### src/hw/instr_modify_pkg.sv
// constants, field layout and types for the instruction address modifier
package instr_modify_pkg;
  // ----------------------------------------------------------------
  // word layout
  // ----------------------------------------------------------------
  localparam int WORD_W = 48;
  localparam int HALF_W = 24;
  localparam int ADDR_W_DEF = 15;
  localparam int V_W_DEF = 12;
  localparam int RPT_CNT_W = 12;
  localparam logic [11:0] RPT_MAX = 12'hfff;
  localparam int S_BIT = 23;
  localparam int CMD_HI = 22;
  localparam int CMD_LO = 17;
  localparam int F_BIT = 16;
  localparam int LONG_HI = 23;
  localparam int LONG_LO = 16;
  localparam int RPT_L_HI = 23;
  localparam int RPT_L_LO = 22;
  localparam int RPT_R_HI = 21;
  localparam int RPT_R_LO = 20;
  // ----------------------------------------------------------------
  // command codes
  // ----------------------------------------------------------------
  localparam logic [5:0] OP_NOP = 6'h00;
  localparam logic [5:0] OP_JMP = 6'h01;
  localparam logic [5:0] OP_TIJ = 6'h02;
  localparam logic [5:0] OP_TJM = 6'h03;
  localparam logic [5:0] OP_MEMORY_ADDRESS_INCREMENT = 6'h04;
  localparam logic [5:0] OP_ARITH = 6'h05;
  localparam logic [5:0] OP_INDEX = 6'h06;
  localparam logic [5:0] OP_HLT = 6'h08;
  localparam logic [2:0] RPT_LOW3 = 3'h7;
  localparam logic [7:0] OP_EXT_INS = 8'h78;
  localparam logic [7:0] OP_EXT_CLR = 8'h79;
  // ----------------------------------------------------------------
  // register map (byte offsets) and bits
  // ----------------------------------------------------------------
  localparam int AXI_AW = 8;
  localparam logic [7:0] REG_INSTR = 8'h00;
  localparam logic [7:0] REG_LOC = 8'h04;
  localparam logic [7:0] REG_JA = 8'h08;
  localparam logic [7:0] REG_STATUS = 8'h0c;
  localparam logic [7:0] REG_DECODE = 8'h10;
  localparam int POS_BIT = 24;
  localparam int JA_F_BIT = 16;
  localparam int ST_BUSY_BIT = 0;
  localparam int ST_DONE_BIT = 1;
  localparam logic [1:0] RESP_OKAY = 2'h0;
  localparam logic [1:0] RESP_SLVERR = 2'h2;
  // ----------------------------------------------------------------
  // types
  // ----------------------------------------------------------------
  typedef enum logic [1:0] {
    MOD_NONE = 2'h0,
    MOD_ADD = 2'h1,
    MOD_SUB = 2'h2
  } rpt_mod_e;
  typedef enum logic [2:0] {
    ST_IDLE = 3'h0,
    ST_READ = 3'h1,
    ST_INCR = 3'h3,
    ST_MERGE = 3'h2,
    ST_WRITE = 3'h6
  } exec_state_e;
endpackage

### src/hw/instruction_address_modify.sv
// instruction address modifier: substitution, increment and mode decode
//
// How it works
// RULE1: repeat bits a,b steer left half, c,d right: 0x none, 10 add, 11 sub.
// RULE2: repeat's first mode bit doubles as its address-size select bit.
// RULE3: substitution copies reduced field if target S is 1, else full width.
// RULE4: repeat count is a twelve-bit field, at most 4095.
// RULE5: substitution also copies the jump register flag into the target.
// RULE6: jump sets jump register flag to next half if no jump: 0 left.
// RULE7: instruction-address-to-jump-register copies its own flag into flag.
// RULE8: arithmetic flag 0 selects fixed point, 1 floating point.
// RULE9: jump flag picks target half; index flag picks right half/counter.
// RULE10: repeat, stop and no-operation ignore their mode flag.
// RULE11: extract commands decode from eight bits including the flag.
// RULE12: address increment adds one to stored instruction address field.
// RULE13: increment reads word, sets jump register, merges back, writes.
// RULE14: increment touches only the selected half and keeps its flag.
// RULE15: increment width is reduced field if S is 1, else full address.
// RULE16: repeat instructions take no index register modification.
// RULE17: left repeat repeats one instruction, right repeat a pair.
// RULE18: repeat mode leaves, increments or decrements index per half.
module instruction_address_modify #(
  parameter int ADDR_W = instr_modify_pkg::ADDR_W_DEF,
  parameter int V_W = instr_modify_pkg::V_W_DEF
) (
  input wire logic i_clk,
  input wire logic i_nrst,
  input wire logic i_awvalid,
  output logic o_awready,
  input wire logic [instr_modify_pkg::AXI_AW-1:0] i_awaddr,
  input wire logic i_wvalid,
  output logic o_wready,
  input wire logic [31:0] i_wdata,
  input wire logic [3:0] i_wstrb,
  output logic o_bvalid,
  input wire logic i_bready,
  output logic [1:0] o_bresp,
  input wire logic i_arvalid,
  output logic o_arready,
  input wire logic [instr_modify_pkg::AXI_AW-1:0] i_araddr,
  output logic o_rvalid,
  input wire logic i_rready,
  output logic [31:0] o_rdata,
  output logic [1:0] o_rresp,
  output logic o_mem_req,
  output logic o_mem_we,
  output logic [ADDR_W-1:0] o_mem_addr,
  output logic [instr_modify_pkg::WORD_W-1:0] o_mem_wdata,
  input wire logic [instr_modify_pkg::WORD_W-1:0] i_mem_rdata,
  input wire logic i_mem_ack
);
  import instr_modify_pkg::*;

  // ----------------------------------------------------------------
  // state
  // ----------------------------------------------------------------
  exec_state_e state_reg, state_next;
  logic [HALF_W-1:0] instr_reg;
  logic pos_reg;
  logic start_reg;
  logic [ADDR_W-1:0] loc_reg;
  logic [ADDR_W-1:0] ja_addr_reg, ja_addr_next;
  logic ja_f_reg, ja_f_next;
  logic [WORD_W-1:0] oper_reg, oper_next;
  logic [ADDR_W-1:0] mem_addr_reg;
  logic done_reg;
  logic bvalid_reg;
  logic [1:0] bresp_reg;
  logic rvalid_reg;
  logic [1:0] rresp_reg;
  logic [31:0] rdata_reg;

  localparam logic [ADDR_W-1:0] FULL_MASK = {ADDR_W{1'b1}};
  localparam logic [ADDR_W-1:0] V_MASK =
    {{(ADDR_W-V_W){1'b0}}, {V_W{1'b1}}};

  function automatic logic [31:0] merge32(input logic [31:0] old_v,
    input logic [31:0] new_v, input logic [3:0] strb);
    logic [31:0] r;
    r = old_v;
    for (int i = 0; i < 4; i++) begin
      if (strb[i]) begin
        r[i*8 +: 8] = new_v[i*8 +: 8];
      end
    end
    return r;
  endfunction

  function automatic rpt_mod_e mod_of(input logic [1:0] bits);
    return bits[1] ? (bits[0] ? MOD_SUB : MOD_ADD) : MOD_NONE;
  endfunction

  // ----------------------------------------------------------------
  // instruction decode
  // ----------------------------------------------------------------
  wire [5:0] op = instr_reg[CMD_HI:CMD_LO];
  wire [7:0] long_op = instr_reg[LONG_HI:LONG_LO];
  wire f_bit = instr_reg[F_BIT];
  // RULE2: repeat first mode bit is S
  wire s_bit = instr_reg[S_BIT];
  // RULE11: extract uses the long code
  wire is_ext = (long_op == OP_EXT_INS) || (long_op == OP_EXT_CLR);
  wire is_rpt = !is_ext && (op[2:0] == RPT_LOW3);
  wire plain = !is_ext && !is_rpt;
  wire is_jmp = plain && (op == OP_JMP);
  wire is_tij = plain && (op == OP_TIJ);
  wire is_tjm = plain && (op == OP_TJM);
  wire is_memory_address_increment = plain && (op == OP_MEMORY_ADDRESS_INCREMENT);
  wire is_arith = plain && (op == OP_ARITH);
  wire is_index = plain && (op == OP_INDEX);
  // RULE10: flag excluded from these codes
  wire mode_ignored = is_rpt || (plain && (op == OP_HLT || op == OP_NOP));
  wire mem_op = is_tjm || is_memory_address_increment;
  wire [ADDR_W-1:0] own_mask = s_bit ? V_MASK : FULL_MASK;
  wire [ADDR_W-1:0] own_addr = instr_reg[ADDR_W-1:0] & own_mask;
  // RULE1: pairs a,b and c,d
  wire rpt_mod_e left_mode = mod_of(instr_reg[RPT_L_HI:RPT_L_LO]);
  wire rpt_mod_e right_mode = mod_of(instr_reg[RPT_R_HI:RPT_R_LO]);
  // RULE4: twelve-bit count field
  wire [RPT_CNT_W-1:0] rpt_count = instr_reg[RPT_CNT_W-1:0];
  // RULE8: fixed or floating
  wire float_mode = is_arith && f_bit;
  // RULE9: target half, index half or counter
  wire jump_right = is_jmp && f_bit;
  wire index_right = is_index && f_bit;
  // RULE16: repeat is never indexed
  wire indexable = !is_rpt;
  // RULE17: right repeat covers a pair
  wire rpt_pair = is_rpt && pos_reg;
  // RULE18: index step of the active half
  wire rpt_mod_e active_mode = pos_reg ? right_mode : left_mode;

  // ----------------------------------------------------------------
  // target half arithmetic
  // ----------------------------------------------------------------
  // RULE14: qualifier picks the half
  wire [HALF_W-1:0] tgt_half = f_bit ? oper_reg[HALF_W-1:0]
                                     : oper_reg[WORD_W-1:HALF_W];
  // RULE3: field width from target S
  wire [ADDR_W-1:0] tgt_mask = tgt_half[S_BIT] ? V_MASK : FULL_MASK;
  wire [ADDR_W-1:0] tgt_addr = tgt_half[ADDR_W-1:0];
  // RULE15: increment within the field
  wire [ADDR_W-1:0] inc_field = (tgt_addr + ADDR_W'(1)) & tgt_mask;
  wire [ADDR_W-1:0] merged_addr =
    (tgt_addr & ~tgt_mask) | (ja_addr_reg & tgt_mask);
  // RULE5: substitution replaces the flag; increment keeps it
  wire merged_f = is_tjm ? ja_f_reg : tgt_half[F_BIT];
  wire [HALF_W-1:0] new_half = {tgt_half[HALF_W-1:F_BIT+1], merged_f,
    tgt_half[F_BIT-1:ADDR_W], merged_addr};
  wire [WORD_W-1:0] new_word = f_bit
    ? {oper_reg[WORD_W-1:HALF_W], new_half}
    : {new_half, oper_reg[HALF_W-1:0]};

  // ----------------------------------------------------------------
  // bus decode
  // ----------------------------------------------------------------
  wire busy = (state_reg != ST_IDLE) || start_reg;
  wire wr_take = i_awvalid && i_wvalid && !bvalid_reg;
  wire rd_take = i_arvalid && !rvalid_reg;
  // instruction, location and jump register writes are refused while a command runs
  wire wr_instr = wr_take && (i_awaddr == REG_INSTR) && !busy;
  wire wr_loc = wr_take && (i_awaddr == REG_LOC) && !busy;
  wire wr_ja = wr_take && (i_awaddr == REG_JA) && !busy;
  wire wr_stat = wr_take && (i_awaddr == REG_STATUS);
  wire wr_ro = wr_take && (i_awaddr == REG_DECODE);
  wire wr_ok = wr_instr || wr_loc || wr_ja || wr_stat || wr_ro;
  wire [31:0] instr_word = {7'h00, pos_reg, instr_reg};
  wire [31:0] ja_word = {15'h0000, ja_f_reg, 16'(ja_addr_reg)};
  wire [31:0] loc_word = 32'(loc_reg);
  wire [31:0] instr_wr = merge32(instr_word, i_wdata, i_wstrb);
  wire [31:0] loc_wr = merge32(loc_word, i_wdata, i_wstrb);
  wire [31:0] ja_wr = merge32(ja_word, i_wdata, i_wstrb);
  wire [31:0] status_word = {30'h00000000, done_reg, busy};
  wire [31:0] decode_word = {7'h00, indexable, mode_ignored, is_ext,
    index_right, jump_right, float_mode, rpt_pair, active_mode,
    right_mode, left_mode, rpt_count};
  wire rd_hit = (i_araddr == REG_INSTR) || (i_araddr == REG_LOC) ||
    (i_araddr == REG_JA) || (i_araddr == REG_STATUS) ||
    (i_araddr == REG_DECODE);
  wire [31:0] rd_mux =
    (i_araddr == REG_INSTR) ? instr_word :
    (i_araddr == REG_LOC) ? loc_word :
    (i_araddr == REG_JA) ? ja_word :
    (i_araddr == REG_STATUS) ? status_word :
    (i_araddr == REG_DECODE) ? decode_word : 32'h00000000;

  assign o_awready = wr_take;
  assign o_wready = wr_take;
  assign o_bvalid = bvalid_reg;
  assign o_bresp = bresp_reg;
  assign o_arready = rd_take;
  assign o_rvalid = rvalid_reg;
  assign o_rdata = rdata_reg;
  assign o_rresp = rresp_reg;

  // ----------------------------------------------------------------
  // jump register and sequence control
  // ----------------------------------------------------------------
  wire idle_start = (state_reg == ST_IDLE) && start_reg;
  wire load_jump = idle_start && is_jmp;
  wire load_tij = idle_start && is_tij;
  wire finish = (idle_start && !mem_op) ||
    ((state_reg == ST_WRITE) && i_mem_ack);
  // RULE6: flag names the half run when no jump
  wire [ADDR_W-1:0] jump_link = pos_reg ? loc_reg + ADDR_W'(1) : loc_reg;
  // RULE13: incremented address lands in the jump register first
  assign ja_addr_next = wr_ja ? ja_wr[ADDR_W-1:0] :
    load_jump ? jump_link :
    load_tij ? own_addr :
    (state_reg == ST_INCR) ? inc_field : ja_addr_reg;
  // RULE7: own flag copied
  assign ja_f_next = wr_ja ? ja_wr[JA_F_BIT] :
    load_jump ? !pos_reg :
    load_tij ? f_bit : ja_f_reg;
  // RULE12: merge written back over the read word
  assign oper_next =
    ((state_reg == ST_READ) && i_mem_ack) ? i_mem_rdata :
    (state_reg == ST_MERGE) ? new_word : oper_reg;

  always_comb begin
    state_next = state_reg;
    case (state_reg)
      ST_IDLE: begin
        if (start_reg && mem_op) begin
          state_next = ST_READ;
        end
      end
      ST_READ: begin
        if (i_mem_ack) begin
          state_next = is_memory_address_increment ? ST_INCR : ST_MERGE;
        end
      end
      ST_INCR: state_next = ST_MERGE;
      ST_MERGE: state_next = ST_WRITE;
      ST_WRITE: begin
        if (i_mem_ack) begin
          state_next = ST_IDLE;
        end
      end
      default: state_next = ST_IDLE;
    endcase
  end

  assign o_mem_req = (state_reg == ST_READ) || (state_reg == ST_WRITE);
  assign o_mem_we = (state_reg == ST_WRITE);
  assign o_mem_addr = mem_addr_reg;
  assign o_mem_wdata = oper_reg;

  // ----------------------------------------------------------------
  // registers
  // ----------------------------------------------------------------
  always_ff @(posedge i_clk) begin
    if (!i_nrst) begin
      state_reg <= ST_IDLE;
      start_reg <= 1'b0;
      instr_reg <= '0;
      pos_reg <= 1'b0;
      loc_reg <= '0;
      ja_addr_reg <= '0;
      ja_f_reg <= 1'b0;
      oper_reg <= '0;
      mem_addr_reg <= '0;
    end else begin
      state_reg <= state_next;
      start_reg <= wr_instr;
      if (wr_instr) begin
        instr_reg <= instr_wr[HALF_W-1:0];
        pos_reg <= instr_wr[POS_BIT];
      end
      if (wr_loc) begin
        loc_reg <= loc_wr[ADDR_W-1:0];
      end
      ja_addr_reg <= ja_addr_next;
      ja_f_reg <= ja_f_next;
      oper_reg <= oper_next;
      if (idle_start) begin
        mem_addr_reg <= own_addr;
      end
    end
  end

  // done is sticky; a finish in the clearing cycle wins
  always_ff @(posedge i_clk) begin
    if (!i_nrst) begin
      done_reg <= 1'b0;
    end else begin
      done_reg <= finish ||
        (done_reg && !(wr_stat && i_wstrb[0] && i_wdata[ST_DONE_BIT]));
    end
  end

  always_ff @(posedge i_clk) begin
    if (!i_nrst) begin
      bvalid_reg <= 1'b0;
      bresp_reg <= RESP_OKAY;
      rvalid_reg <= 1'b0;
      rresp_reg <= RESP_OKAY;
      rdata_reg <= 32'h00000000;
    end else begin
      if (wr_take) begin
        bvalid_reg <= 1'b1;
        bresp_reg <= wr_ok ? RESP_OKAY : RESP_SLVERR;
      end else if (i_bready) begin
        bvalid_reg <= 1'b0;
      end
      if (rd_take) begin
        rvalid_reg <= 1'b1;
        rresp_reg <= rd_hit ? RESP_OKAY : RESP_SLVERR;
        rdata_reg <= rd_mux;
      end else if (i_rready) begin
        rvalid_reg <= 1'b0;
      end
    end
  end
endmodule

### config.mk
export PLATFORM = sky130hd
export DESIGN_NAME = instruction_address_modify
export DESIGN_NICKNAME = d
export VERILOG_FILES = /design/src/hw/instr_modify_pkg.sv /design/src/hw/instruction_address_modify.sv
export SDC_FILE = /design/constraint.sdc
export NUM_CORES = 1
export LEC_CHECK = 0
export BUFFER_PORTS_ARGS = -buffer_cell sky130_fd_sc_hd__buf_4
export CAP_MARGIN = 20
export CORE_MARGIN = 2
export CORE_UTILIZATION = 50
export DETAILED_ROUTE_END_ITERATION = 16
export PLACE_DENSITY = 0.76
export SLEW_MARGIN = 20
export SYNTH_ARGS = -nofsm -noshare
export SYNTH_HDL_FRONTEND = slang
export SYNTH_SLANG_ARGS = --single-unit
### constraint.sdc
create_clock -name i_clk -period 4 [get_ports i_clk]
set_clock_uncertainty 0.1 [all_clocks]
set_input_delay 0.4 -clock i_clk [delete_from_list [all_inputs] [get_ports i_clk]]
set_output_delay 0.4 -clock i_clk [all_outputs]
set_load 0.05 [all_outputs]
==> flow_summary.yaml <==
detailed_routing:
  routed_via_density: 5.873
  dr.pass1.iters: 6
  wl_per_cell_um: 18.34
  detailroute.via_count: 8070
  first_iter_violations: 717
  drtAntennaViolNets: 0
  wirelength_mm: 25.20
  route.detailed.drc: 0
timing:
  grt_setup_unrepaired: "false"
  report.final.slew_viol_count: 0
  min_period_over_period_pct: 76.27
  finalCriticalPeriod_ps: 3051
  worstMarginPinSlew_ps: 1015
  setup_viol_count_final: 0
  timing.max_slew.rel_slack_pct: 32.29
  maxClockFrequency_mhz: 327.8
  timing.setup.tns_ps: 0
  report.final.hold_viol_count: 0
worst_setup_path:
  timing.critical_path.from: "state_reg[2]$_SDFFE_PN0P_"
  critPathKind: "flip-flop to flip-flop"
  timing.reg2reg.worst_path_depth: 6
  critical_path.max_fanout: 19
  data_arrival_time_of_the_critical_path_ps: 3230
  worst_r2r_endpoint: "ja_addr_reg[13]$_SDFFE_PN0P_"
  critPathCaptureType: "flip-flop"
  worst_ep_required_time_ps: 4180
  rr_startpoint: "state_reg[2]$_SDFFE_PN0P_"
  critical_path.startpoint_type: "flip-flop"
  worst-r2r-setup-slack_ps: 950
  crit_path_end: "ja_addr_reg[13]$_SDFFE_PN0P_"
synth:
  seq_area_frac_synth_pct: 38.26
  synth_commonest_cells: "dfxtp_1 (153), nand2_1 (128), nor2_1 (111)"
  synth.lib_cells_used.distinct: 71
  synth_top_cells_by_area: "dfxtp_1 (38%), mux2i_1 (6.8%), a21oi_1 (6.1%), nand2_1 (6.0%), nor2_1 (5.2%)"
  post-synth-top-area-cell: "dfxtp_1"
  syn_inst: 1002
  dominantRegCellSynth: "dfxtp_1"
  synth_area_per_cell_um2: 7.989
  synth_enable_flop_cells: 0
  yosys.area.top_type_share_pct: 38.26
  postSynthRegisterBits: 153
  synthesis.yosys.warnings: 0
  proportion_of_synthesized_flip_flops_having_asynchronous_set_or_reset_pct: 0
  post-synth-top-count-cell: "dfxtp_1"
  synth_area_um2: 8005
global_routing:
  grtUsageTotal_pct: 29.09
  maximum_number_of_pins_on_one_net_before_global_route_repair: 66
  busiest_layer: "met2"
  via_count_of_the_first_global_routing_pass: 7191
  use_met1_pct: 41.06
  grt_antenna_before_repair: 0
  global_route.usage.met3_pct: 5.741
  use_met2_pct: 45.07
  grt_overflow: 0
  global_route_wire_length_before_repair_mm: 38.71
placed_design:
  place.detailed.hpwl_mm: 18.26
  placedInstanceArea_um2: 9485
  gp_congestion: 0.9114
  numPortBuffers: 197
power_and_ir_drop:
  ir_worst_vdd_mv: 0.2982
  cellPowerDensity_nw_per_um2: 355.3
  static-leakage-power_nw: 3.922
  power.total_w: 0.003600
cts:
  number_of_buffers_inserted_by_hold_repair_at_cts: 0
  clk_pin_slew_worst_paths_ps: 60
  post_cts_setup_repair_buffer_count: 0
  cts_resized: 0
  h-tree-depth: 4
  clock_tree.root_cell: "clkbuf_16"
  cts_buffers: 17
  cts_buffer_depth: 2
  cts_tree: "yes"
  clk-insertion-delay-late_ps: 430
  cts.sinks: 153
floorplanning:
  initial_core_util_pct: 50.76
  floorplan.rows: 46
  floorplan.core_area_um2: 15770
  floorplan.die.width_um: 130.5
  die_area_um2: 17040
  dieHeight_um: 130.5
  num_io_pins: 214
run:
  drv.max_cap_violation_count: 0
cells_and_area:
  proportion_of_layout_cells_with_a_drive_suffix_above_1_pct: 23.66
  antenna_diodes: 0
  flip_flop_count_of_the_largest_register_all_copies_and_words_added: 48
  layout.nets: 1256
  syn_to_final_growth_pct: 26.57
  finish.instance_area_um2: 10130
min_path:
  hold_path.class: "input pin to flip-flop"
status:
  outcome: "completed"
## how the worst min path moves through the flow
stage,startpoint,to,cells past startpoint
floorplan,done_reg$_SDFF_PN0_,done_reg$_SDFF_PN0_,2
global placement,o_mem_wdata[20]$_SDFFE_PN0P_,o_mem_wdata[20]$_SDFFE_PN0P_,2
detailed placement,o_mem_addr[14]$_SDFFE_PN0P_,o_mem_addr[14]$_SDFFE_PN0P_,2
CTS,i_awaddr[3],start_reg$_SDFF_PN0_,2
global route,i_awaddr[3],start_reg$_SDFF_PN0_,2
finish,i_awaddr[3],start_reg$_SDFF_PN0_,2
## layer usage
layer	wire, µm	vias to the layer above
li1	-	3871
met1	11230	3764
met2	11460	405
met3	2099	30
met4	409	0
met5	0	-
## through the flow
| step | instances | hold WS, ps | setup WS (ps) | utilization [%] |
|---|---|---|---|---|
| finish | 1374 | 96.20 | 949.1 | 64.25 |
| global route | 1374 | 103.1 | 873.1 | 64.25 |
| CTS | 1373 | 88.62 | 975.5 | 64.22 |
| detailed placement | 1342 | 346.0 | 997.2 | 60.15 |
| global placement | 1342 | 342.6 | 1018 | 60.15 |
| floorplan | 1010 | 350.2 | 940.4 | - |
## critical path: stages (launching register included)
cell	delay, ps
dfxtp_1	450
or4b_1	990
o32a_1	660
nand2_2	180
o21ai_4	110
a221oi_2	320
a221oi_2	80
## where the power goes
| group | total [W] | switching (W) | internal, W |
|---|---|---|---|
| logic | 0.000290 | 0.000184 | 0.000106 |
| clock network | 0.00176 | 0.000643 | 0.00112 |
| registers | 0.00155 | 0.00000939 | 0.00154 |
## layout by cell type (no fill, tap or decap), drive strengths merged, types with 15 or more instances in the layout
master,instances
a211oi,19
a21oi,98
a22oi,19
a311oi,20
buf,211
clkbuf,19
dfxtp,153
mux2i,54
nand2,129
nand3,38
nand4,15
nor2,111
nor3,17
o21ai,59
## final cells by class
cell class              instances  area, µm²
flip-flops and latches        153       3064
inverters                       8      31.28
fillers                      1428       5638
clock inverters                12      198.9
multi-input cells             755       4543
clock buffers                  19      442.9
well taps                     216      270.3
repair buffers                211       1582
## cells by family (layout without fill, tap and decap cells)
group / count (synthesis) / in the layout / share of synthesized area, %
simple gates: 389 / 389 / 23.52
compound gates: 267 / 267 / 21.41
flops: 153 / 153 / 38.26
buf+inv: 102 / 250 / 5.627
mux: 65 / 65 / 8.300
xor+xnor: 23 / 23 / 2.516
fa+ha+maj: 2 / 2 / 0.3125
other cells: 1 / 9 / 0.04684
No activity file was read; power rests on OpenSTA's default activity.
